`src/hw/dram_ctrl_pkg.sv`:
```
package dram_ctrl_pkg;

	// Printed offsets are not word aligned: kept as indexes, byte address is index * 4
	localparam logic [31:0] CTRL_REG_INDEX   = 32'h05FF_FFAA;
	localparam logic [31:0] STATUS_REG_INDEX = 32'h05FF_FFAB;
	localparam logic [31:0] CTRL_REG_ADDR    = {CTRL_REG_INDEX[29:0], 2'b00};
	localparam logic [31:0] STATUS_REG_ADDR  = {STATUS_REG_INDEX[29:0], 2'b00};

	localparam logic [15:0] CTRL_RESET       = 16'h0000;
	localparam logic [31:0] READ_ZERO        = 32'h0000_0000;

	localparam int          ADDR_W           = 28;
	localparam logic [3:0]  ROW_SHIFT_BASE   = 4'h8;
	localparam logic [1:0]  PRECHARGE_SHORT  = 2'h1;
	localparam logic [1:0]  PRECHARGE_LONG   = 2'h2;
	localparam int          DUTY_HALF_PCT    = 50;
	localparam int          DUTY_SHORT_PCT   = 35;
	localparam int          COL_TICKS_DEF    = 20;

	// Field layout of the control register, bit 15 first
	typedef struct packed {
		logic       strobe_scheme_select;
		logic       row_strobe_hold;
		logic       precharge_length;
		logic       burst_select;
		logic       column_strobe_duty_select;
		logic       address_multiplex_select;
		logic       row_shift_hi;
		logic       row_shift_lo;
		logic [7:0] reserved;
	} ctrl_reg_t;

	typedef struct packed {
		logic [ADDR_W-1:0] addr;
		logic              we;
		logic [1:0]        be;
	} dram_req_t;

	typedef struct packed {
		logic              row_strobe_n;
		logic              column_strobe_upper_n;
		logic              column_strobe_lower_n;
		logic              write_strobe_upper_n;
		logic              write_strobe_lower_n;
		logic              write_enable_n;
		logic [ADDR_W-1:0] addr;
	} dram_pins_t;

	typedef enum {ST_IDLE, ST_ROW, ST_COL, ST_PRE} seq_state_t;

endpackage : dram_ctrl_pkg

```
`src/hw/dram_control_settings.sv`:
```
// Functional notes
// - Bit 15 low: upper/lower column strobes select bytes; high: lower strobe plus write strobes.
// - Bit 14 low: row strobe rises after access; high: stays low awaiting next access.
// - Bit 13 picks one or two row precharge cycles.
// - Bit 12 low: full access per transfer; high: page mode burst.
// - Bit 11 sets column strobe high duty: 50 or 35 percent.
// - Bit 10 high multiplexes row and column addresses on address lines.
// - Bits 9:8 set row shift of 8, 9 or 10 bits; code 11 reserved.
// - Without multiplexing, bits 9:8 pick compared row range A27-A8, A27-A9, A27-A10.
// - Control register resets with all fields zero.
//
// The Wishbone slave port was chosen for this implementation.
`timescale 1ns/1ps
`default_nettype none

module dram_control_settings
	import dram_ctrl_pkg::*;
#(
	parameter int COL_TICKS = COL_TICKS_DEF
) (
	input  wire logic        clk_i,
	input  wire logic        rst_i,
	input  wire logic        wb_cyc_i,
	input  wire logic        wb_stb_i,
	input  wire logic        wb_we_i,
	input  wire logic [31:0] wb_adr_i,
	input  wire logic [3:0]  wb_sel_i,
	input  wire logic [31:0] wb_dat_i,
	output logic      [31:0] wb_dat_o,
	output logic             wb_ack_o,
	input  wire logic        req_valid_i,
	input  wire dram_req_t   req_i,
	output logic             req_ready_o,
	output logic             done_o,
	output dram_pins_t       dram_o
);

	localparam int TW = $clog2(COL_TICKS);
	localparam logic [TW-1:0] TICK_LAST = TW'(COL_TICKS - 1);
	localparam logic [TW-1:0] HI_HALF   = TW'((COL_TICKS * DUTY_HALF_PCT) / 100);
	localparam logic [TW-1:0] HI_SHORT  = TW'((COL_TICKS * DUTY_SHORT_PCT) / 100);

	ctrl_reg_t         ctrl;
	seq_state_t        state;
	dram_req_t         cur;
	logic              row_open;
	logic              pend;
	logic [ADDR_W-1:0] open_row;
	logic [TW-1:0]     tick;
	logic [1:0]        pre_cnt;

	function automatic logic [3:0] row_shift(input ctrl_reg_t c);
		case ({c.row_shift_hi, c.row_shift_lo})
			2'b01:   return ROW_SHIFT_BASE + 4'h1;
			2'b10:   return ROW_SHIFT_BASE + 4'h2;
			default: return ROW_SHIFT_BASE; // Reserved code falls back to 8
		endcase
	endfunction : row_shift

	function automatic logic [ADDR_W-1:0] row_key(input logic [ADDR_W-1:0] a,
		input logic [3:0] s);
		return a >> s;
	endfunction : row_key

	function automatic logic [ADDR_W-1:0] col_bits(input logic [ADDR_W-1:0] a,
		input logic [3:0] s);
		return a & ~({ADDR_W{1'b1}} << s);
	endfunction : col_bits

	logic [3:0]    shift;
	logic [TW-1:0] hi_ticks;
	logic [1:0]    pre_len;
	logic          same_row;
	logic          col_act;
	logic          wb_take;

	assign shift    = row_shift(ctrl);
	assign hi_ticks = ctrl.column_strobe_duty_select ? HI_SHORT : HI_HALF;
	assign pre_len  = ctrl.precharge_length ? PRECHARGE_LONG : PRECHARGE_SHORT;
	assign same_row = row_open && (row_key(req_i.addr, shift) == open_row);
	assign col_act  = (state == ST_COL) && (tick >= hi_ticks);
	assign wb_take  = wb_cyc_i && wb_stb_i && !wb_ack_o;

	// Bus slave: one wait state, ack dropped the cycle after
	always_ff @(posedge clk_i) begin
		if (rst_i) begin
			wb_ack_o <= 1'b0;
		end else begin
			wb_ack_o <= wb_take;
		end
	end

	always_ff @(posedge clk_i) begin
		if (rst_i) begin
			wb_dat_o <= READ_ZERO;
		end else if (wb_take) begin
			if (wb_adr_i == CTRL_REG_ADDR) begin
				wb_dat_o <= {16'h0000, ctrl};
			end else if (wb_adr_i == STATUS_REG_ADDR) begin
				wb_dat_o <= {30'h0000_0000, row_open, state != ST_IDLE};
			end else begin
				wb_dat_o <= READ_ZERO;
			end
		end
	end

	// Low byte is reserved and stays zero
	always_ff @(posedge clk_i) begin
		if (rst_i) begin
			ctrl <= ctrl_reg_t'(CTRL_RESET);
		end else if (wb_take && wb_we_i && wb_sel_i[1] && wb_adr_i == CTRL_REG_ADDR) begin
			ctrl <= ctrl_reg_t'({wb_dat_i[15:8], 8'h00});
		end
	end

	// Access sequencer
	always_ff @(posedge clk_i) begin
		if (rst_i) begin
			state       <= ST_IDLE;
			cur         <= '0;
			row_open    <= 1'b0;
			pend        <= 1'b0;
			open_row    <= '0;
			tick        <= '0;
			pre_cnt     <= 2'h0;
			req_ready_o <= 1'b0;
			done_o      <= 1'b0;
		end else begin
			req_ready_o <= 1'b0;
			done_o      <= 1'b0;
			case (state)
				ST_IDLE: begin
					if (req_valid_i) begin
						cur         <= req_i;
						req_ready_o <= 1'b1;
						if (ctrl.burst_select && same_row) begin
							state <= ST_COL;
							tick  <= '0;
						end else if (row_open) begin
							// Open row cannot serve this access: close it first
							state    <= ST_PRE;
							pre_cnt  <= 2'h0;
							row_open <= 1'b0;
							pend     <= 1'b1;
						end else begin
							state <= ST_ROW;
						end
					end
				end
				ST_ROW: begin
					open_row <= row_key(cur.addr, shift);
					row_open <= 1'b1;
					state    <= ST_COL;
					tick     <= '0;
				end
				ST_COL: begin
					if (tick == TICK_LAST) begin
						done_o <= 1'b1;
						tick   <= '0;
						if (ctrl.burst_select && req_valid_i && same_row) begin
							cur         <= req_i;
							req_ready_o <= 1'b1;
						end else if (ctrl.row_strobe_hold) begin
							state <= ST_IDLE;
						end else begin
							state    <= ST_PRE;
							pre_cnt  <= 2'h0;
							row_open <= 1'b0;
							pend     <= 1'b0;
						end
					end else begin
						tick <= tick + TW'(1);
					end
				end
				ST_PRE: begin
					if (pre_cnt == pre_len - 2'h1) begin
						state <= pend ? ST_ROW : ST_IDLE;
						pend  <= 1'b0;
					end else begin
						pre_cnt <= pre_cnt + 2'h1;
					end
				end
				default: begin
					state <= ST_IDLE;
				end
			endcase
		end
	end

	// Pins registered from sequencer state, one cycle behind it
	always_ff @(posedge clk_i) begin
		if (rst_i) begin
			dram_o <= '{row_strobe_n: 1'b1, column_strobe_upper_n: 1'b1,
				column_strobe_lower_n: 1'b1, write_strobe_upper_n: 1'b1,
				write_strobe_lower_n: 1'b1, write_enable_n: 1'b1, addr: '0};
		end else begin
			dram_o.row_strobe_n <= !((state == ST_ROW) || (state == ST_COL) ||
				((state == ST_IDLE) && row_open));
			if (ctrl.strobe_scheme_select) begin
				dram_o.column_strobe_upper_n <= 1'b1;
				dram_o.column_strobe_lower_n <= !col_act;
				dram_o.write_strobe_upper_n  <= !(col_act && cur.we && cur.be[1]);
				dram_o.write_strobe_lower_n  <= !(col_act && cur.we && cur.be[0]);
				dram_o.write_enable_n        <= 1'b1;
			end else begin
				dram_o.column_strobe_upper_n <= !(col_act && cur.be[1]);
				dram_o.column_strobe_lower_n <= !(col_act && cur.be[0]);
				dram_o.write_strobe_upper_n  <= 1'b1;
				dram_o.write_strobe_lower_n  <= 1'b1;
				dram_o.write_enable_n        <= !((state == ST_COL) && cur.we);
			end
			if (ctrl.address_multiplex_select && state == ST_ROW) begin
				dram_o.addr <= row_key(cur.addr, shift);
			end else if (ctrl.address_multiplex_select && state == ST_COL) begin
				dram_o.addr <= col_bits(cur.addr, shift);
			end else begin
				dram_o.addr <= cur.addr;
			end
		end
	end

	property p_scheme_we;
		@(posedge clk_i) disable iff (rst_i)
		$past(ctrl.strobe_scheme_select) |-> dram_o.column_strobe_upper_n;
	endproperty
	a_scheme_we: assert property (p_scheme_we) else $error("upper column strobe active");

	property p_scheme_cas;
		@(posedge clk_i) disable iff (rst_i)
		!$past(ctrl.strobe_scheme_select) |->
			(dram_o.write_strobe_upper_n && dram_o.write_strobe_lower_n);
	endproperty
	a_scheme_cas: assert property (p_scheme_cas) else $error("write strobe in cas scheme");

	property p_hold;
		@(posedge clk_i) disable iff (rst_i)
		(state == ST_COL && tick == TICK_LAST && ctrl.row_strobe_hold &&
			!(ctrl.burst_select && req_valid_i && same_row))
		|=> (state == ST_IDLE && row_open) ##1 !dram_o.row_strobe_n;
	endproperty
	a_hold: assert property (p_hold) else $error("row strobe not held");

	property p_precharge;
		@(posedge clk_i) disable iff (rst_i)
		($rose(state == ST_PRE) && ctrl.precharge_length && $stable(ctrl))
		|-> (state == ST_PRE) ##1 (state == ST_PRE) ##1 (state != ST_PRE);
	endproperty
	a_precharge: assert property (p_precharge) else $error("precharge length wrong");

	property p_full_access;
		@(posedge clk_i) disable iff (rst_i)
		(state == ST_IDLE && req_valid_i && row_open && !ctrl.burst_select)
		|=> state == ST_PRE;
	endproperty
	a_full_access: assert property (p_full_access) else $error("page reuse without burst");

	property p_duty;
		@(posedge clk_i) disable iff (rst_i)
		(state == ST_COL && tick < hi_ticks) |=> (dram_o.column_strobe_upper_n &&
			dram_o.column_strobe_lower_n);
	endproperty
	a_duty: assert property (p_duty) else $error("column strobe low too early");

	property p_no_mux;
		@(posedge clk_i) disable iff (rst_i)
		(state == ST_ROW && !ctrl.address_multiplex_select) |=> dram_o.addr == $past(cur.addr);
	endproperty
	a_no_mux: assert property (p_no_mux) else $error("address multiplexed");

	property p_shift9;
		@(posedge clk_i) disable iff (rst_i)
		(state == ST_ROW && ctrl.address_multiplex_select && !ctrl.row_shift_hi &&
			ctrl.row_shift_lo) |=> dram_o.addr == ($past(cur.addr) >> 9);
	endproperty
	a_shift9: assert property (p_shift9) else $error("row shift not 9");

	property p_compare8;
		@(posedge clk_i) disable iff (rst_i)
		(state == ST_IDLE && req_valid_i && row_open && ctrl.burst_select &&
			!ctrl.row_shift_hi && !ctrl.row_shift_lo &&
			req_i.addr[27:8] == cur.addr[27:8]) |=> state == ST_COL;
	endproperty
	a_compare8: assert property (p_compare8) else $error("row compare missed");

	// Looks forward from reset so the very first clock edge never sees unset state
	property p_reset;
		@(posedge clk_i)
		rst_i |=> (ctrl == ctrl_reg_t'(CTRL_RESET) && dram_o.row_strobe_n);
	endproperty
	a_reset: assert property (p_reset) else $error("control not cleared");

	c_page_hit: cover property (@(posedge clk_i) disable iff (rst_i)
		state == ST_IDLE && req_valid_i && ctrl.burst_select && same_row);
	c_burst: cover property (@(posedge clk_i) disable iff (rst_i)
		state == ST_COL && tick == TICK_LAST && req_ready_o == 1'b0 && ctrl.burst_select &&
		req_valid_i && same_row);
	c_long_pre: cover property (@(posedge clk_i) disable iff (rst_i)
		state == ST_PRE && pre_cnt == 2'h1);
	c_reg_write: cover property (@(posedge clk_i) disable iff (rst_i)
		wb_take && wb_we_i && wb_adr_i == CTRL_REG_ADDR);

endmodule : dram_control_settings

`default_nettype wire

```
`config.mk`:
```
export PLATFORM = sky130hd
export DESIGN_NAME = dram_control_settings
export DESIGN_NICKNAME = d
export VERILOG_FILES = /design/src/hw/dram_ctrl_pkg.sv /design/src/hw/dram_control_settings.sv
export SDC_FILE = /design/constraint.sdc
export NUM_CORES = 1
export LEC_CHECK = 0
export BUFFER_PORTS_ARGS = -buffer_cell sky130_fd_sc_hd__buf_2
export CORE_UTILIZATION = 40
export DETAILED_ROUTE_END_ITERATION = 10
export PLACE_DENSITY_LB_ADDON = 0.3
export SLEW_MARGIN = 10
export SYNTH_ARGS = -nofsm -noshare
export SYNTH_HDL_FRONTEND = slang
export SYNTH_SLANG_ARGS = --single-unit
```
`constraint.sdc`:
```
create_clock -name clk_i -period 2.83 [get_ports clk_i]
set_clock_uncertainty 0.05 [all_clocks]
set_input_delay 0.566 -clock clk_i [delete_from_list [all_inputs] [get_ports clk_i]]
set_output_delay 0.566 -clock clk_i [all_outputs]
set_load 0.005 [all_outputs]
```
## Word level (Yosys, flattened, before mapping)

Cells that the tools add are included.

| cells by class | value |
|---|---|
| $add $sub $neg | 3 |
| magnitude comparators | 1 |
| eq/ne operators | 22 |
| shift-type cells | 3 |
| mux-type cells | 49 |
| bitwise operators | 4 |
| reductions and logical operators | 44 |

Operators with widths:

| kind | count |
|---|---|
| 32-bit 2-to-1 mux | 4 |
| 32-bit case mux with 4 select lines | 1 |
| 32-bit by 2-bit equality test with 1-bit output (second input constant) | 3 |
| 31-bit 2-to-1 mux | 3 |
| 32-bit by 29-bit equality test with 1-bit output (second input constant) | 2 |
| 32-bit logical NOT | 2 |
| 31-bit case mux with 2 select lines | 1 |
| 28-bit 2-to-1 mux | 2 |
| 28-bit by 4-bit right shift with 28-bit output | 2 |
| 32-bit by 1-bit equality test with 1-bit output (second input constant) | 1 |
| 32-bit by 3-bit equality test with 1-bit output (second input constant) | 1 |
| 32-bit nonzero test | 1 |
| 28-bit bitwise AND | 1 |
| 28-bit equality test | 1 |
| 28-bit NOT | 1 |
| 28-bit by 4-bit left shift with 28-bit output (first input constant) | 1 |
| 2-bit 2-to-1 mux | 12 |
| 2-bit != test (second input constant) | 10 |
| 1-bit logical AND | 19 |
| 16-bit 2-to-1 mux | 1 |
| 8-bit AND reduction | 2 |
| 5-bit 2-to-1 mux | 3 |
| 5-bit case mux with 3 select lines | 1 |
| 1-bit 2-to-1 mux | 14 |
| other kinds (22) | 37 |

| storage, ports and cells | value |
|---|---|
| register bits after elaboration | 177 |
| input port bits | 105 |
| output and inout port bits | 69 |
| word-level logic and storage cells | 154 |

## Logic depth before layout (Yosys ltp)

Gate-level depths: netlist of the first run.

| logic depth | value |
|---|---|
| depth in word-level cells | 9 |
| depth in mapped cells | 14 |

## Worst setup path before layout of the first run

Ideal clock, no wire load.

| timing path | value |
|---|---|
| path type | register -> register |
| start | reg ctrl[8] in the netlist's numbering |
| end | reg cur[0] in the netlist's numbering |
| data arrival time | 2.778 ns |
| required time | 2.698 ns |
| path slack | -0.080 ns |
| cell stages (with the launch flop) | 14 |
| buffers on the path | 3 |
| period minus slack after synthesis | 2.910 ns |
| cell sequence | dfxtp_1 inv_1 ha_1 buf_4 buf_4 nor3b_1 mux2i_1 o2111a_1 o211ai_1 nor2_2 nand4_4 clkbuf_2 or4b_1 o2111ai_1 |

| on the way | value |
|---|---|
| word-level cells in the longest chain between the ends | 8 |

Ends and longest elaborated chain:

| element | line | RTL |
|---|---|---|
| start: declaration | dram_control_settings.sv:43 | `ctrl_reg_t ctrl;` |
| start signal: assignment | dram_control_settings.sv:110 | `ctrl <= ctrl_reg_t'(CTRL_RESET);` |
| start signal: assignment | dram_control_settings.sv:112 | `ctrl <= ctrl_reg_t'({wb_dat_i[15:8], 8'h00});` |
| 2-bit equality test / 2-bit by 1-bit equality test with 1-bit output (equally long branches) | dram_control_settings.sv:53 | `case ({c.row_shift_hi, c.row_shift_lo})` |
| 2-bit case mux with 2 select lines (*) | dram_control_settings.sv:53 |  |
| 28-bit by 4-bit right shift with 28-bit output (*) | dram_control_settings.sv:62 | `return a >> s;` |
| 28-bit equality test (*) | dram_control_settings.sv:80 | `assign same_row = row_open && (row_key(req_i.addr, shift) == open_row);` |
| 1-bit logical AND (*) | dram_control_settings.sv:80 |  |
| 1-bit logical AND (*) | dram_control_settings.sv:160 | `if (ctrl.burst_select && req_valid_i && same_row) begin` |
| 2-bit != test (no line) (*) | -- |  |
| 4-bit AND reduction (no line) (*) | -- |  |
| end signal: assignment | dram_control_settings.sv:134 | `cur <= req_i;` |
| end signal: assignment | dram_control_settings.sv:161 | `cur <= req_i;` |
| end: declaration | dram_control_settings.sv:45 | `dram_req_t cur;` |

Mark *: on every way between the ends. The rest lies on a longest branch, timed or not.
A chain may end at the register's enable or synchronous reset.

## Final worst setup path of the first run

| timing path | value |
|---|---|
| start | reg ctrl[9] in the netlist's numbering |
| end | reg cur[23] in the netlist's numbering |

Same word-level chain as after synthesis.

==> results.env, run 1 <==
SYNTH-SEQ-AREA-SHARE=0.344
VIA_COUNT_OF_THE_FIRST_GLOBAL_ROUTING_PASS=6245
POST_SYNTH_INST_COUNT=790
SYNTH_TOP_CELL_AREA_SHARE=0.344
RELATIVE_SLEW_SLACK=0.185
RESIDUAL_OVERFLOW_FROM_GLOBAL_ROUTING=0
ROUTE.VIAS.TOTAL=6665
YOSYSTOPAREACELL='sky130_fd_sc_hd__dfxtp_1'
PEAKVDDDROP_uV=502
DRT-INITIAL-DRC-COUNT=528
POWER-PER-CELL-AREA_nW_PER_UM2=694
TIMING.CRITICAL_PATH.FROM_TYPE='flop'
ANTENNA-DIODE-COUNT=0
INITIAL_UTIL=0.411
CLK_PATH_BUF_DEPTH=2
UTILIZATION_OF_THE_CORE_AFTER_ROUTING=0.540
FINAL_HOLD_VIOLATION_COUNT=0
FIN_WS_NS=-0.336
TIMING.SETUP.CRITICAL_PATH_CLASS='flop to flop'
FILLERS=1563
POSTLAYOUTCELLAREA_UM2=8950
SYNTHMUXAREASHARE=0.143
PLACEMENT.IO_BUFFERS=124
CLOCK_POWER_SHARE=0.321
MULTI_INPUT_AREA_UM2=4220
FMAX_MHz=316
FINALNETCOUNT=1071
CTS_TREE='built'
AREA_SHARE_OF_XOR_XNOR_CELLS_IN_THE_SYNTHESIZED_DESIGN=0.0231
ROUTED_WL_MM=20.5
DETAIL_ROUTE.FIRST_PASS.ITERATIONS=5
GRT_PASS1_WL_MM=32.7
SYNTH-SIMPLE-AREA-SHARE=0.256
CTS_BUFFERS=17
SYNTH_EDF_COUNT=0
SWITCHING_SHARE=0.361
P_SEQ_FRAC=0.356
SYNTH-ADDER-AREA-SHARE=0.0220
CTS_HTREE_LEVELS=4
STATUS='finished, violations left'
COMB_POWER_SHARE=0.323
PRE_CTS_WS_NS=-0.358
IO_PINS=174
DIE-HEIGHT_UM=133
TIMING.CRITICAL_PATH.TO_TYPE='flop'
PORTION_OF_THE_CLOCK_CYCLE_CONSUMED_BY_THE_WORST_PATH_IN_THE_FINAL_LAYOUT=1.12
TIGHTEST_PIN_TRANSITION_NS=1.21
NUMBER_OF_ANTENNA_VIOLATIONS_AT_THE_FIRST_CHECK_IN_GLOBAL_ROUTING=0
DIE_WIDTH_UM=133
AREA_DELTA_SYNTH_FINAL_PCT=31.4
CLKLATENCYLATEPIN_NS=0.43
SYNTHESIS.AREA_UM2=6820
REPORT.FINAL.SETUP_VIOL=37
SYNTH_CELL_TYPE_COUNT=67
TIMING_MAX_TRANSITION_VIOLATIONS_FINAL=0
PLACEABLE_AREA_UM2=16600
DIE_AREA_UM2=17600
DRT-VIAS-PER-INSTANCE=5.62
MOST_USED_FLIP_FLOP_CELL_AFTER_SYNTHESIS='sky130_fd_sc_hd__dfxtp_1'
FIN_CRIT_NS=3.17
FINAL_LAYOUT_SIZE_SUFFIX_GT1_FRAC=0.316
SYNTHARSTFLOPSHARE=0
FAILING_CHECKS='setup timing'
SEQCELLAREA_UM2=2350
REGISTER_BIT_TOTAL_FROM_SYNTHESIS=117
CLOCKROOTBUFFER='sky130_fd_sc_hd__clkbuf_16'
DRCVIOLATIONCOUNT=0
NUMCLOCKSINKS=117
CLK_PIN_SLEW_WORST_PATHS_NS=0.06
SYNTH_AREA_PER_CELL_UM2=8.63
SYNTH_AREA_LEADERS='sky130_fd_sc_hd__dfxtp_1 34%, sky130_fd_sc_hd__mux2i_1 9.5%, sky130_fd_sc_hd__nor2_1 5.2%'
P_SW_mW=2.24
WORST_EP_REQUIRED_TIME_NS=3.12
GRT_START_MAX_NET_PINS=69
CAP_VIOLATIONS=0
P_LEAK_nW=3.63
LARGEST_FAMILY_OF_LOGIC_CELLS_BY_SYNTHESIZED_AREA='simple AND/OR/NAND/NOR gates'
ANT_NETS=0
GP_CONGESTION=0.885
WORST-PATH-MAX-FANOUT=18
YOSYS_WARNINGS=0
CRITPATHARRIVALTIME_NS=3.46
ROWS=47
CTS-HOLD-FIX-BUFFERS=0
POST_DP_CELL_AREA_UM2=8040
SYNTH_COMPOUND_AREA_FRAC=0.134
GRT_USE_TOTAL=0.237
CELL_INTERNAL_PWR_mW=3.97
DESIGN_POWER_TOTAL_mW=6.22
PLACE.DETAILED.HPWL_MM=14.2
WL_PER_CELL_UM=17.3
RSZ0062_AT_GRT='yes'
TYPE_OF_THE_TIGHTEST_MIN_DELAY_CHECK='input port to flop'
-- final timing paths --
path | from | end | slack (ns) | depth (start not counted)
min reg2reg | cur[1] | dram_o[30] | 0.36 | 1
max | ctrl[9] | cur[23] | -0.34 | 13
max reg2reg | ctrl[9] | cur[23] | -0.34 | 13
min | wb_dat_i[13] | ctrl[13] | 0.33 | 3
-- cell type report --
type | instances | area share
Tap cell | 220 | 0.0307
Inverter | 21 | 0.00908
Clock buffer | 18 | 0.0479
Sequential cell | 117 | 0.262
Multi-Input combinational cell | 585 | 0.472
Timing Repair Buffer | 212 | 0.166
Clock inverter | 12 | 0.0122
-- cells in the final DEF (no fill, tap or decap), types with 6 or more instances in the layout --
cell	count
sky130_fd_sc_hd__buf_2	124
sky130_fd_sc_hd__dfxtp_1	115
sky130_fd_sc_hd__nor2_1	94
sky130_fd_sc_hd__nand2_1	90
sky130_fd_sc_hd__buf_4	68
sky130_fd_sc_hd__mux2i_1	58
sky130_fd_sc_hd__nand4_1	43
sky130_fd_sc_hd__o2111ai_1	29
sky130_fd_sc_hd__a21oi_1	28
sky130_fd_sc_hd__or4b_1	24
sky130_fd_sc_hd__conb_1	22
sky130_fd_sc_hd__a22oi_1	20
sky130_fd_sc_hd__inv_1	18
sky130_fd_sc_hd__clkbuf_16	17
sky130_fd_sc_hd__xnor2_1	13
sky130_fd_sc_hd__mux4_2	11
sky130_fd_sc_hd__and3_1	11
sky130_fd_sc_hd__nand3_1	11
sky130_fd_sc_hd__ha_1	9
sky130_fd_sc_hd__nor3_1	8
sky130_fd_sc_hd__buf_12	8
sky130_fd_sc_hd__or4b_2	7
sky130_fd_sc_hd__buf_6	7
sky130_fd_sc_hd__nor2b_1	6
-- per-layer routing --
| layer | vias to the layer above | share of wire | track usage |
|---|---|---|---|
| li1 | 3204 | - | - |
| met1 | 3139 | 0.45 | 0.320 |
| met2 | 283 | 0.45 | 0.358 |
| met3 | 39 | 0.078 | 0.0598 |
| met4 | 0 | 0.025 | 0.103 |
| met5 | - | 0 | 0 |
-- synthesized netlist by cell type, drive strengths merged (12+ instances only) --
cell type  count
buf           38
clkbuf        50
o2111ai       31
ha            12
a21oi         29
mux2i         65
a22oi         21
dfxtp        117
nand4         44
xnor2         15
nor2          96
nand2         92
mux4          12
inv           20
or4b          32
-- worst max-delay path, stage by stage (launching register included) --
cell and delay [ns]:
sky130_fd_sc_hd__dfxtp_2 0.35, sky130_fd_sc_hd__inv_2 0.05, sky130_fd_sc_hd__ha_4 0.18, sky130_fd_sc_hd__buf_16 0.14, sky130_fd_sc_hd__buf_4 0.14, sky130_fd_sc_hd__mux2i_2 0.30, sky130_fd_sc_hd__o22ai_2 0.13, sky130_fd_sc_hd__nor3b_1 0.31
sky130_fd_sc_hd__o32ai_2 0.16, sky130_fd_sc_hd__nor2_2 0.17, sky130_fd_sc_hd__nand4_4 0.14, sky130_fd_sc_hd__buf_12 0.21, sky130_fd_sc_hd__or4b_2 0.62, sky130_fd_sc_hd__o2111ai_1 0.11
-- stage by stage --
stage	setup TNS, ns	instances	hold WS (ns)
finish	-9.41	1185	0.329
global route	-14.97	1185	0.344
CTS	-7.47	1184	0.320
detailed placement	-10.77	1145	0.348
global placement	-10.33	1145	0.348
floorplan	0	811	0.330
-- repair_timing --
action | in CTS | in global routing
resized for setup | 41 | 15
buffers inserted | 6 | 3
endpoints found under the setup margin | 42 | 43
cloned | 4 | 0
pin swaps | 9 | 13
-- power by group through the flow --
| stage | Combinational (mW) | Clock, mW | Sequential (mW) |
|---|---|---|---|
| floorplan | 1.30 | 0 | 2.13 |
| global placement | 1.88 | 0 | 2.23 |
| detailed placement | 1.89 | 0 | 2.23 |
| CTS | 1.97 | 2.03 | 2.20 |
| global route | 2.19 | 2.11 | 2.24 |
| finish | 2.01 | 2.00 | 2.21 |
-- cells by family after synthesis --
kind of cell | Yosys count
AO/OA/AOI/OAI | 123
XOR/XNOR | 18
adder cells (fa/ha/maj) | 12
buffers and inverters | 109
flip-flops | 117
multiplexers | 80
other | 1
AND/OR/NAND/NOR | 330
-- state kept, by name, summed over array words and instances, names as in the netlist, 2 cells and up --
register,count
dram_o,34
ctrl,8
tick,5
wb_dat_o,10
state,2
cur,31
pre_cnt,2
open_row,20
Power figures use the tool's default switching activity.
==> inputs of run 2 (changes only) <==
--- a/config.mk
+++ b/config.mk
@@ -6,7 +6,9 @@
 export NUM_CORES = 1
 export LEC_CHECK = 0
 export BUFFER_PORTS_ARGS = -buffer_cell sky130_fd_sc_hd__buf_2
-export CORE_UTILIZATION = 40
+export CELL_PAD_IN_SITES_DETAIL_PLACEMENT = 1
+export CELL_PAD_IN_SITES_GLOBAL_PLACEMENT = 2
+export CORE_UTILIZATION = 28
 export DETAILED_ROUTE_END_ITERATION = 10
 export PLACE_DENSITY_LB_ADDON = 0.3
 export SLEW_MARGIN = 10
==> constraint.sdc (replaced) <==
create_clock -name clk_i -period 2.83 [get_ports clk_i]
set_clock_uncertainty 0.05 [all_clocks]
set_input_delay 0.283 -clock clk_i [delete_from_list [all_inputs] [get_ports clk_i]]
set_output_delay 0.283 -clock clk_i [all_outputs]
set_load 0.005 [all_outputs]
==> results.env, run 2 (synthesized netlist as in run 1, its figures left out) <==
STATUS='finished, violations left'
FAILING_CHECKS='setup timing'
CELL_INTERNAL_PWR_mW=4.37  # +9.9%
WL_PER_CELL_UM=19.2  # +11%
FINAL_COMMON_CELL='sky130_fd_sc_hd__buf_2'
FIN_WS_NS=-0.333  # +0.00276 ns
REPORT.FINAL.SETUP_VIOL=37  # unchanged
P_SEQ_FRAC=0.330  # -0.026
MOST-COMMON-LAYOUT-CELLS='124 x sky130_fd_sc_hd__buf_2, 115 x sky130_fd_sc_hd__dfxtp_1, 94 x sky130_fd_sc_hd__nor2_1'
CTS_HTREE_LEVELS=4  # unchanged
DRCVIOLATIONCOUNT=0  # unchanged
LARGEST_REG_FLOPS=34  # unchanged
FINALNETCOUNT=1060  # -1.0%
ANTENNA-DIODE-COUNT=0  # unchanged
GRT_START_MAX_NET_PINS=64  # -7.2%
CLK_PATH_BUF_DEPTH=2  # unchanged
DIE-HEIGHT_UM=158  # +19%
TIMING.CRITICAL_PATH.FROM_TYPE='flop'
DIE_WIDTH_UM=158  # +19%
DETAIL_ROUTE.FIRST_PASS.ITERATIONS=4  # -1
PEAKVDDDROP_uV=509  # +1.4%
WHS_NS=0.0595  # -0.270 ns
ROWS=56  # +19%
FINAL_LAYOUT_SIZE_SUFFIX_GT1_FRAC=0.332  # +0.0155
TIMING_MAX_TRANSITION_VIOLATIONS_FINAL=0  # unchanged
REGISTER_CONTAINING_THE_MOST_FLIP_FLOPS_IN_THE_FINAL_LAYOUT='dram_o'
ROUTE.VIAS.TOTAL=6570  # -1.4%
WORST-PATH-MAX-FANOUT=8  # -10
DRT-INITIAL-DRC-COUNT=337  # -36%
COMB_POWER_SHARE=0.305  # -0.018
TOP_REGS='dram_o: 34 flops, cur: 31 flops, open_row: 20 flops'
CLOCKROOTBUFFER='sky130_fd_sc_hd__clkbuf_16'
DRT-VIAS-PER-INSTANCE=5.15  # -8.4%
NUMCLOCKSINKS=117  # unchanged
GP_CONGESTION=0.818  # -7.6%
CTS-HOLD-FIX-BUFFERS=0  # unchanged
ANT_NETS=0  # unchanged
CLKLATENCYLATEPIN_NS=0.42  # about the same
POST_DP_CELL_AREA_UM2=8050  # +0.20%
RESIDUAL_OVERFLOW_FROM_GLOBAL_ROUTING=0  # unchanged
PORTION_OF_THE_CLOCK_CYCLE_CONSUMED_BY_THE_WORST_PATH_IN_THE_FINAL_LAYOUT=1.12  # about the same
RSZ0062_AT_GRT='yes'
RELATIVE_SLEW_SLACK=0.519  # +0.333
PLACE.DETAILED.HPWL_MM=16.8  # +19%
WORST_EP_REQUIRED_TIME_NS=3.12  # about the same
NUMBER_OF_ANTENNA_VIOLATIONS_AT_THE_FIRST_CHECK_IN_GLOBAL_ROUTING=0  # unchanged
INITIAL_UTIL=0.288  # -0.123
DIE_AREA_UM2=25000  # +42%
TYPE_OF_THE_TIGHTEST_MIN_DELAY_CHECK='input port to flop'
AREA_DELTA_SYNTH_FINAL_PCT=36.0
CLOCK_POWER_SHARE=0.364  # +0.043
TIMING.CRITICAL_PATH.TO_TYPE='flop'
PLACEMENT.IO_BUFFERS=124  # unchanged
FIN_CRIT_NS=3.16  # -0.00276 ns
CTS_BUFFERS=17  # unchanged
GRT_USE_TOTAL=0.197  # -0.0402
PLACEABLE_AREA_UM2=23700  # +43%
P_SW_mW=2.38  # +6.2%
P_LEAK_nW=3.67  # +1.1%
FINAL_HOLD_VIOLATION_COUNT=0  # unchanged
ROUTED_WL_MM=24.5  # +19%
VIA_COUNT_OF_THE_FIRST_GLOBAL_ROUTING_PASS=6527  # +4.5%
TIGHTEST_PIN_TRANSITION_NS=0.722  # -0.492 ns
GRT_PASS1_WL_MM=37.2  # +14%
IO_PINS=174  # unchanged
CAP_VIOLATIONS=0  # unchanged
CTS_TREE='built'
FINAL.SETUP.TNS_NS=-8.89  # +0.528 ns
FMAX_MHz=316  # about the same
CLK_PIN_SLEW_WORST_PATHS_NS=0.06  # about the same
PRE_CTS_WS_NS=-0.369  # -0.0106 ns
CRITPATHARRIVALTIME_NS=3.45  # about the same
TIMING.SETUP.CRITICAL_PATH_CLASS='flop to flop'
POSTLAYOUTCELLAREA_UM2=9270  # +3.5%
SWITCHING_SHARE=0.353  # -0.00788
POWER-PER-CELL-AREA_nW_PER_UM2=728  # +4.8%
-- run 2: changes by cell type in the layout (fill, tap and decap cells not counted), sizes merged --
| cell | before | now |
|---|---|---|
| clkinvlp | 5 | 2 |
| inv | 23 | 24 |
| clkbuf | 18 | 19 |
| buf | 211 | 199 |
| bufinv | 1 | 5 |
-- run 2: path summary, 6_finish.rpt --
path                startpoint         end  slack (ns)  cells past startpoint
hold / removal    wb_dat_i[15]    ctrl[15]        0.06                      3
setup reg to reg       ctrl[8]     cur[27]       -0.33                     10
setup / recovery       ctrl[8]     cur[27]       -0.33                     10
hold reg to reg         cur[0]  dram_o[29]        0.38                      1
-- run 2: critical path, cell delays in order (launching register included) --
cell,delay (ns)
sky130_fd_sc_hd__dfxtp_4,0.40
sky130_fd_sc_hd__ha_4,0.20
sky130_fd_sc_hd__buf_12,0.14
sky130_fd_sc_hd__mux4_2,0.53
sky130_fd_sc_hd__xnor2_2,0.16
sky130_fd_sc_hd__nand4_1,0.15
sky130_fd_sc_hd__nor3_4,0.28
sky130_fd_sc_hd__nand4_4,0.21
sky130_fd_sc_hd__buf_12,0.23
sky130_fd_sc_hd__or4b_2,0.63
sky130_fd_sc_hd__o2111ai_2,0.10
-- run 2: power by group through the flow --
stage / clock network, mW / registers, mW / logic (mW)
2_1_floorplan: 0 / 2.13 / 1.30
3_3_place_gp: 0 / 2.26 / 1.93
3_5_place_dp: 0 / 2.26 / 1.94
4_1_cts: 2.52 / 2.23 / 1.99
5_1_grt: 2.59 / 2.27 / 2.28
6_report: 2.46 / 2.23 / 2.06
-- run 2: per-stage QoR --
stage | cells | util | power, mW
2_1_floorplan | 811 | - | 3.44
3_3_place_gp | 1228 | 0.340 | 4.19
3_5_place_dp | 1228 | 0.340 | 4.20
4_1_cts | 1275 | 0.382 | 6.74
5_1_grt | 1275 | 0.391 | 7.13
6_report | 1275 | 0.391 | 6.75
-- run 2: layout make-up --
type	instances	area, um^2
sequential	117	2350
inverter	21	83.8
tap	319	399
multi-input combinational	585	4350
clock inverter	14	223
fill	2807	14400
clock buffer	18	439
timing repair buffer	201	1430
-- run 2: what timing repair did --
action                     4_1_cts  5_1_grt
setup buffers                   12        4
resized for setup               37       46
gates cloned                     3        1
pin swaps                        7       19
setup endpoints to repair       43       43
-- run 2: routing by layer --
metal	share of wire	GRT usage	vias up	wire, um
met5	0	0	-	0
met4	0.012	0.0659	0	305
met3	0.051	0.0402	17	1240
met2	0.46	0.312	169	11400
met1	0.47	0.266	3210	11500
li1	-	-	3174	-
==> inputs of run 3 (changes only) <==
--- a/config.mk
+++ b/config.mk
@@ -11,6 +11,7 @@
 export CORE_UTILIZATION = 28
 export DETAILED_ROUTE_END_ITERATION = 10
 export PLACE_DENSITY_LB_ADDON = 0.3
+export REMOVE_ABC_BUFFERS = 1
 export SLEW_MARGIN = 10
 export SYNTH_ARGS = -nofsm -noshare
 export SYNTH_HDL_FRONTEND = slang
==> results.env, run 3 (synthesized netlist as in run 1, its figures left out) <==
TIGHTEST_PIN_TRANSITION_NS=0.749  # +0.0276 ns
PEAKVDDDROP_uV=436  # -14%
FINAL_COMMON_CELL='sky130_fd_sc_hd__buf_2'
DRT-INITIAL-DRC-COUNT=309  # -8.3%
DRCVIOLATIONCOUNT=0  # unchanged
GLOBAL_ROUTE.USAGE.MET2=0.323  # +0.0105
FINAL.SETUP.TNS_NS=-9.33  # -0.442 ns
CLKLATENCYLATEPIN_NS=0.44  # +0.02 ns
DIE_WIDTH_UM=158  # unchanged
BUSIEST_LAYER='met2'
GRT_USE_TOTAL=0.199  # +0.00163
CTS_BUFFERS=17  # unchanged
TIMING.CRITICAL_PATH.FROM_TYPE='flop'
PLACEABLE_AREA_UM2=23700  # unchanged
ANT_NETS=0  # unchanged
FINALNETCOUNT=1056  # -0.38%
TIMING_MAX_TRANSITION_VIOLATIONS_FINAL=0  # unchanged
RESIDUAL_OVERFLOW_FROM_GLOBAL_ROUTING=0  # unchanged
POWER-PER-CELL-AREA_nW_PER_UM2=722  # -0.86%
RELATIVE_SLEW_SLACK=0.500  # -0.0190
FINAL_LAYOUT_SIZE_SUFFIX_GT1_FRAC=0.310  # -0.0217
WORST_PATH_MOST_REPEATED_CELL='sky130_fd_sc_hd__buf_6'
FIN_CRIT_NS=3.14  # -0.0260 ns
WL_PER_CELL_UM=19.0  # -1.1%
TIMING.SETUP.CRITICAL_PATH_CLASS='flop to flop'
WORST-PATH-MAX-FANOUT=8  # unchanged
GP_CONGESTION=0.818  # about the same
GRT_START_MAX_NET_PINS=63  # -1.6%
ANTENNA-DIODE-COUNT=0  # unchanged
CTS-HOLD-FIX-BUFFERS=0  # unchanged
FIN_WS_NS=-0.307  # +0.0260 ns
FAILING_CHECKS='setup timing'
STATUS='finished, violations left'
IO_PINS=174  # unchanged
GRT.MET1_USAGE=0.262  # -0.00402
POST_DP_CELL_AREA_UM2=7990  # -0.75%
CLK_PIN_SLEW_WORST_PATHS_NS=0.06  # about the same
RSZ0062_AT_GRT='yes'
FMAX_MHz=319  # +0.83%
GROUTE.LAYER.MET3.USAGE=0.0441  # +0.00383
SEQCELLAREA_UM2=2350  # unchanged
INITIAL_UTIL=0.288  # unchanged
FILLERS=2811  # +0.14%
DIE_AREA_UM2=25000  # unchanged
PLACEMENT.IO_BUFFERS=124  # unchanged
DIE-HEIGHT_UM=158  # unchanged
NUMCLOCKSINKS=117  # unchanged
AREA_DELTA_SYNTH_FINAL_PCT=33.8
WORST_EP_REQUIRED_TIME_NS=3.14  # +0.02 ns
DRT-VIAS-PER-INSTANCE=5.17  # +0.41%
TOP_REGS='dram_o: 34 flops, cur: 31 flops, open_row: 20 flops'
CTS_TREE='built'
MAX_STAGE_DELAY_NS=0.49  # -0.14 ns
CTS_HTREE_LEVELS=4  # unchanged
ROWS=56  # unchanged
VIA_COUNT_OF_THE_FIRST_GLOBAL_ROUTING_PASS=6566  # +0.60%
TYPE_OF_THE_TIGHTEST_MIN_DELAY_CHECK='input port to flop'
CLOCKROOTBUFFER='sky130_fd_sc_hd__clkbuf_16'
POSTLAYOUTCELLAREA_UM2=9120  # -1.6%
ROUTED_WL_MM=24.1  # -1.4%
GRT_PASS1_WL_MM=37.5  # +0.68%
DESIGN_POWER_TOTAL_mW=6.58  # -2.4%
CP_CELL_SEQUENCE='inv_2 -> buf_6 -> ha_4 -> buf_6 -> mux2i_4 -> mux2i_1 -> xnor2_1 -> nand4_1 -> nor3_4 -> nand4_4 -> clkbuf_16 -> buf_12 -> or4b_1 -> o2111ai_2'
CRITPATHARRIVALTIME_NS=3.45  # about the same
P_LEAK_nW=3.61  # -1.7%
REPORT.FINAL.SETUP_VIOL=39  # +5.4%
PORTION_OF_THE_CLOCK_CYCLE_CONSUMED_BY_THE_WORST_PATH_IN_THE_FINAL_LAYOUT=1.11  # -0.00920
MOST-COMMON-LAYOUT-CELLS='123 x sky130_fd_sc_hd__buf_2, 115 x sky130_fd_sc_hd__dfxtp_1, 94 x sky130_fd_sc_hd__nor2_1'
ROUTE.VIAS.TOTAL=6576  # +0.091%
NUMBER_OF_ANTENNA_VIOLATIONS_AT_THE_FIRST_CHECK_IN_GLOBAL_ROUTING=1  # +1
CAP_VIOLATIONS=0  # unchanged
CRITICAL-PATH-SLOWEST-CELL='sky130_fd_sc_hd__or4b_1'
REGISTER_CONTAINING_THE_MOST_FLIP_FLOPS_IN_THE_FINAL_LAYOUT='dram_o'
TIMING.CRITICAL_PATH.TO_TYPE='flop'
LARGEST_REG_FLOPS=34  # unchanged
PRE_CTS_WS_NS=-0.467  # -0.0979 ns
FINAL_HOLD_VIOLATION_COUNT=0  # unchanged
CLK_PATH_BUF_DEPTH=2  # unchanged
DETAIL_ROUTE.FIRST_PASS.ITERATIONS=4  # unchanged
PLACE.DETAILED.HPWL_MM=16.3  # -3.5%
MULTI_INPUT_AREA_UM2=4300  # -1.1%
==> run 3: cell types whose count changed in the layout (fill, tap and decap cells not counted), sizes merged <==
cell,previous run,this run
buf,199,195
bufinv,5,4
clkbuf,19,24
clkinvlp,2,0
inv,24,22
==> run 3: what timing repair did <==
action / in CTS / in global routing
endpoints found under the setup margin: 43 / 43
cloned: 3 / 0
resized for setup: 48 / 33
setup buffers: 12 / 7
endpoints found under the hold margin: 0 / 0
pin swaps: 22 / 17
==> run 3: power by group <==
| group | internal [mW] | leakage (nW) | switching [mW] |
|---|---|---|---|
| logic | 0.809 | 2.36 | 1.23 |
| clock network | 1.51 | 0.305 | 0.826 |
| registers | 1.94 | 0.953 | 0.271 |
| total | 4.26 | 3.61 | 2.32 |
==> run 3: final cells by class <==
| type | instances | area share |
|---|---|---|
| flip-flops and latches | 117 | 0.257 |
| repair buffers | 197 | 0.151 |
| multi-input cells | 585 | 0.471 |
| clock inverters | 9 | 0.0163 |
| well taps | 319 | 0.0438 |
| clock buffers | 23 | 0.0513 |
| inverters | 21 | 0.00892 |
==> run 3: path summary, 6_finish.rpt <==
check	from	endpoint	slack, ns	cells past startpoint
hold reg to reg	cur[0]	dram_o[29]	0.37	1
setup reg to reg	ctrl[9]	cur[17]	-0.31	14
hold / removal	wb_dat_i[12]	ctrl[12]	0.04	3
setup / recovery	ctrl[9]	cur[17]	-0.31	14
==> run 3: critical path: cells and delay by family (launching register included) <==
kind	cells	cell delay, ns
buf+inv	5	0.68
xor+xnor	1	0.27
mux	2	0.35
compound gates	1	0.10
simple gates	4	1.13
fa+ha+maj	1	0.14
flops	1	0.33
==> run 3: per-layer routing <==
metal,wire length [um],up-vias,part of all wire
li1,-,3163,-
met1,11400,3225,0.47
met2,11200,159,0.47
met3,1180,27,0.049
met4,323,2,0.013
met5,13,-,0.00054
==> run 3: through the flow <==
step	hold slack [ns]	utilization	std cells
finish	0.0359	0.385	1271
CTS	0.0275	0.378	1267
global placement	0.360	0.337	1223
global route	0.0451	0.385	1271
detailed placement	0.363	0.337	1223
floorplan	0.302	-	723
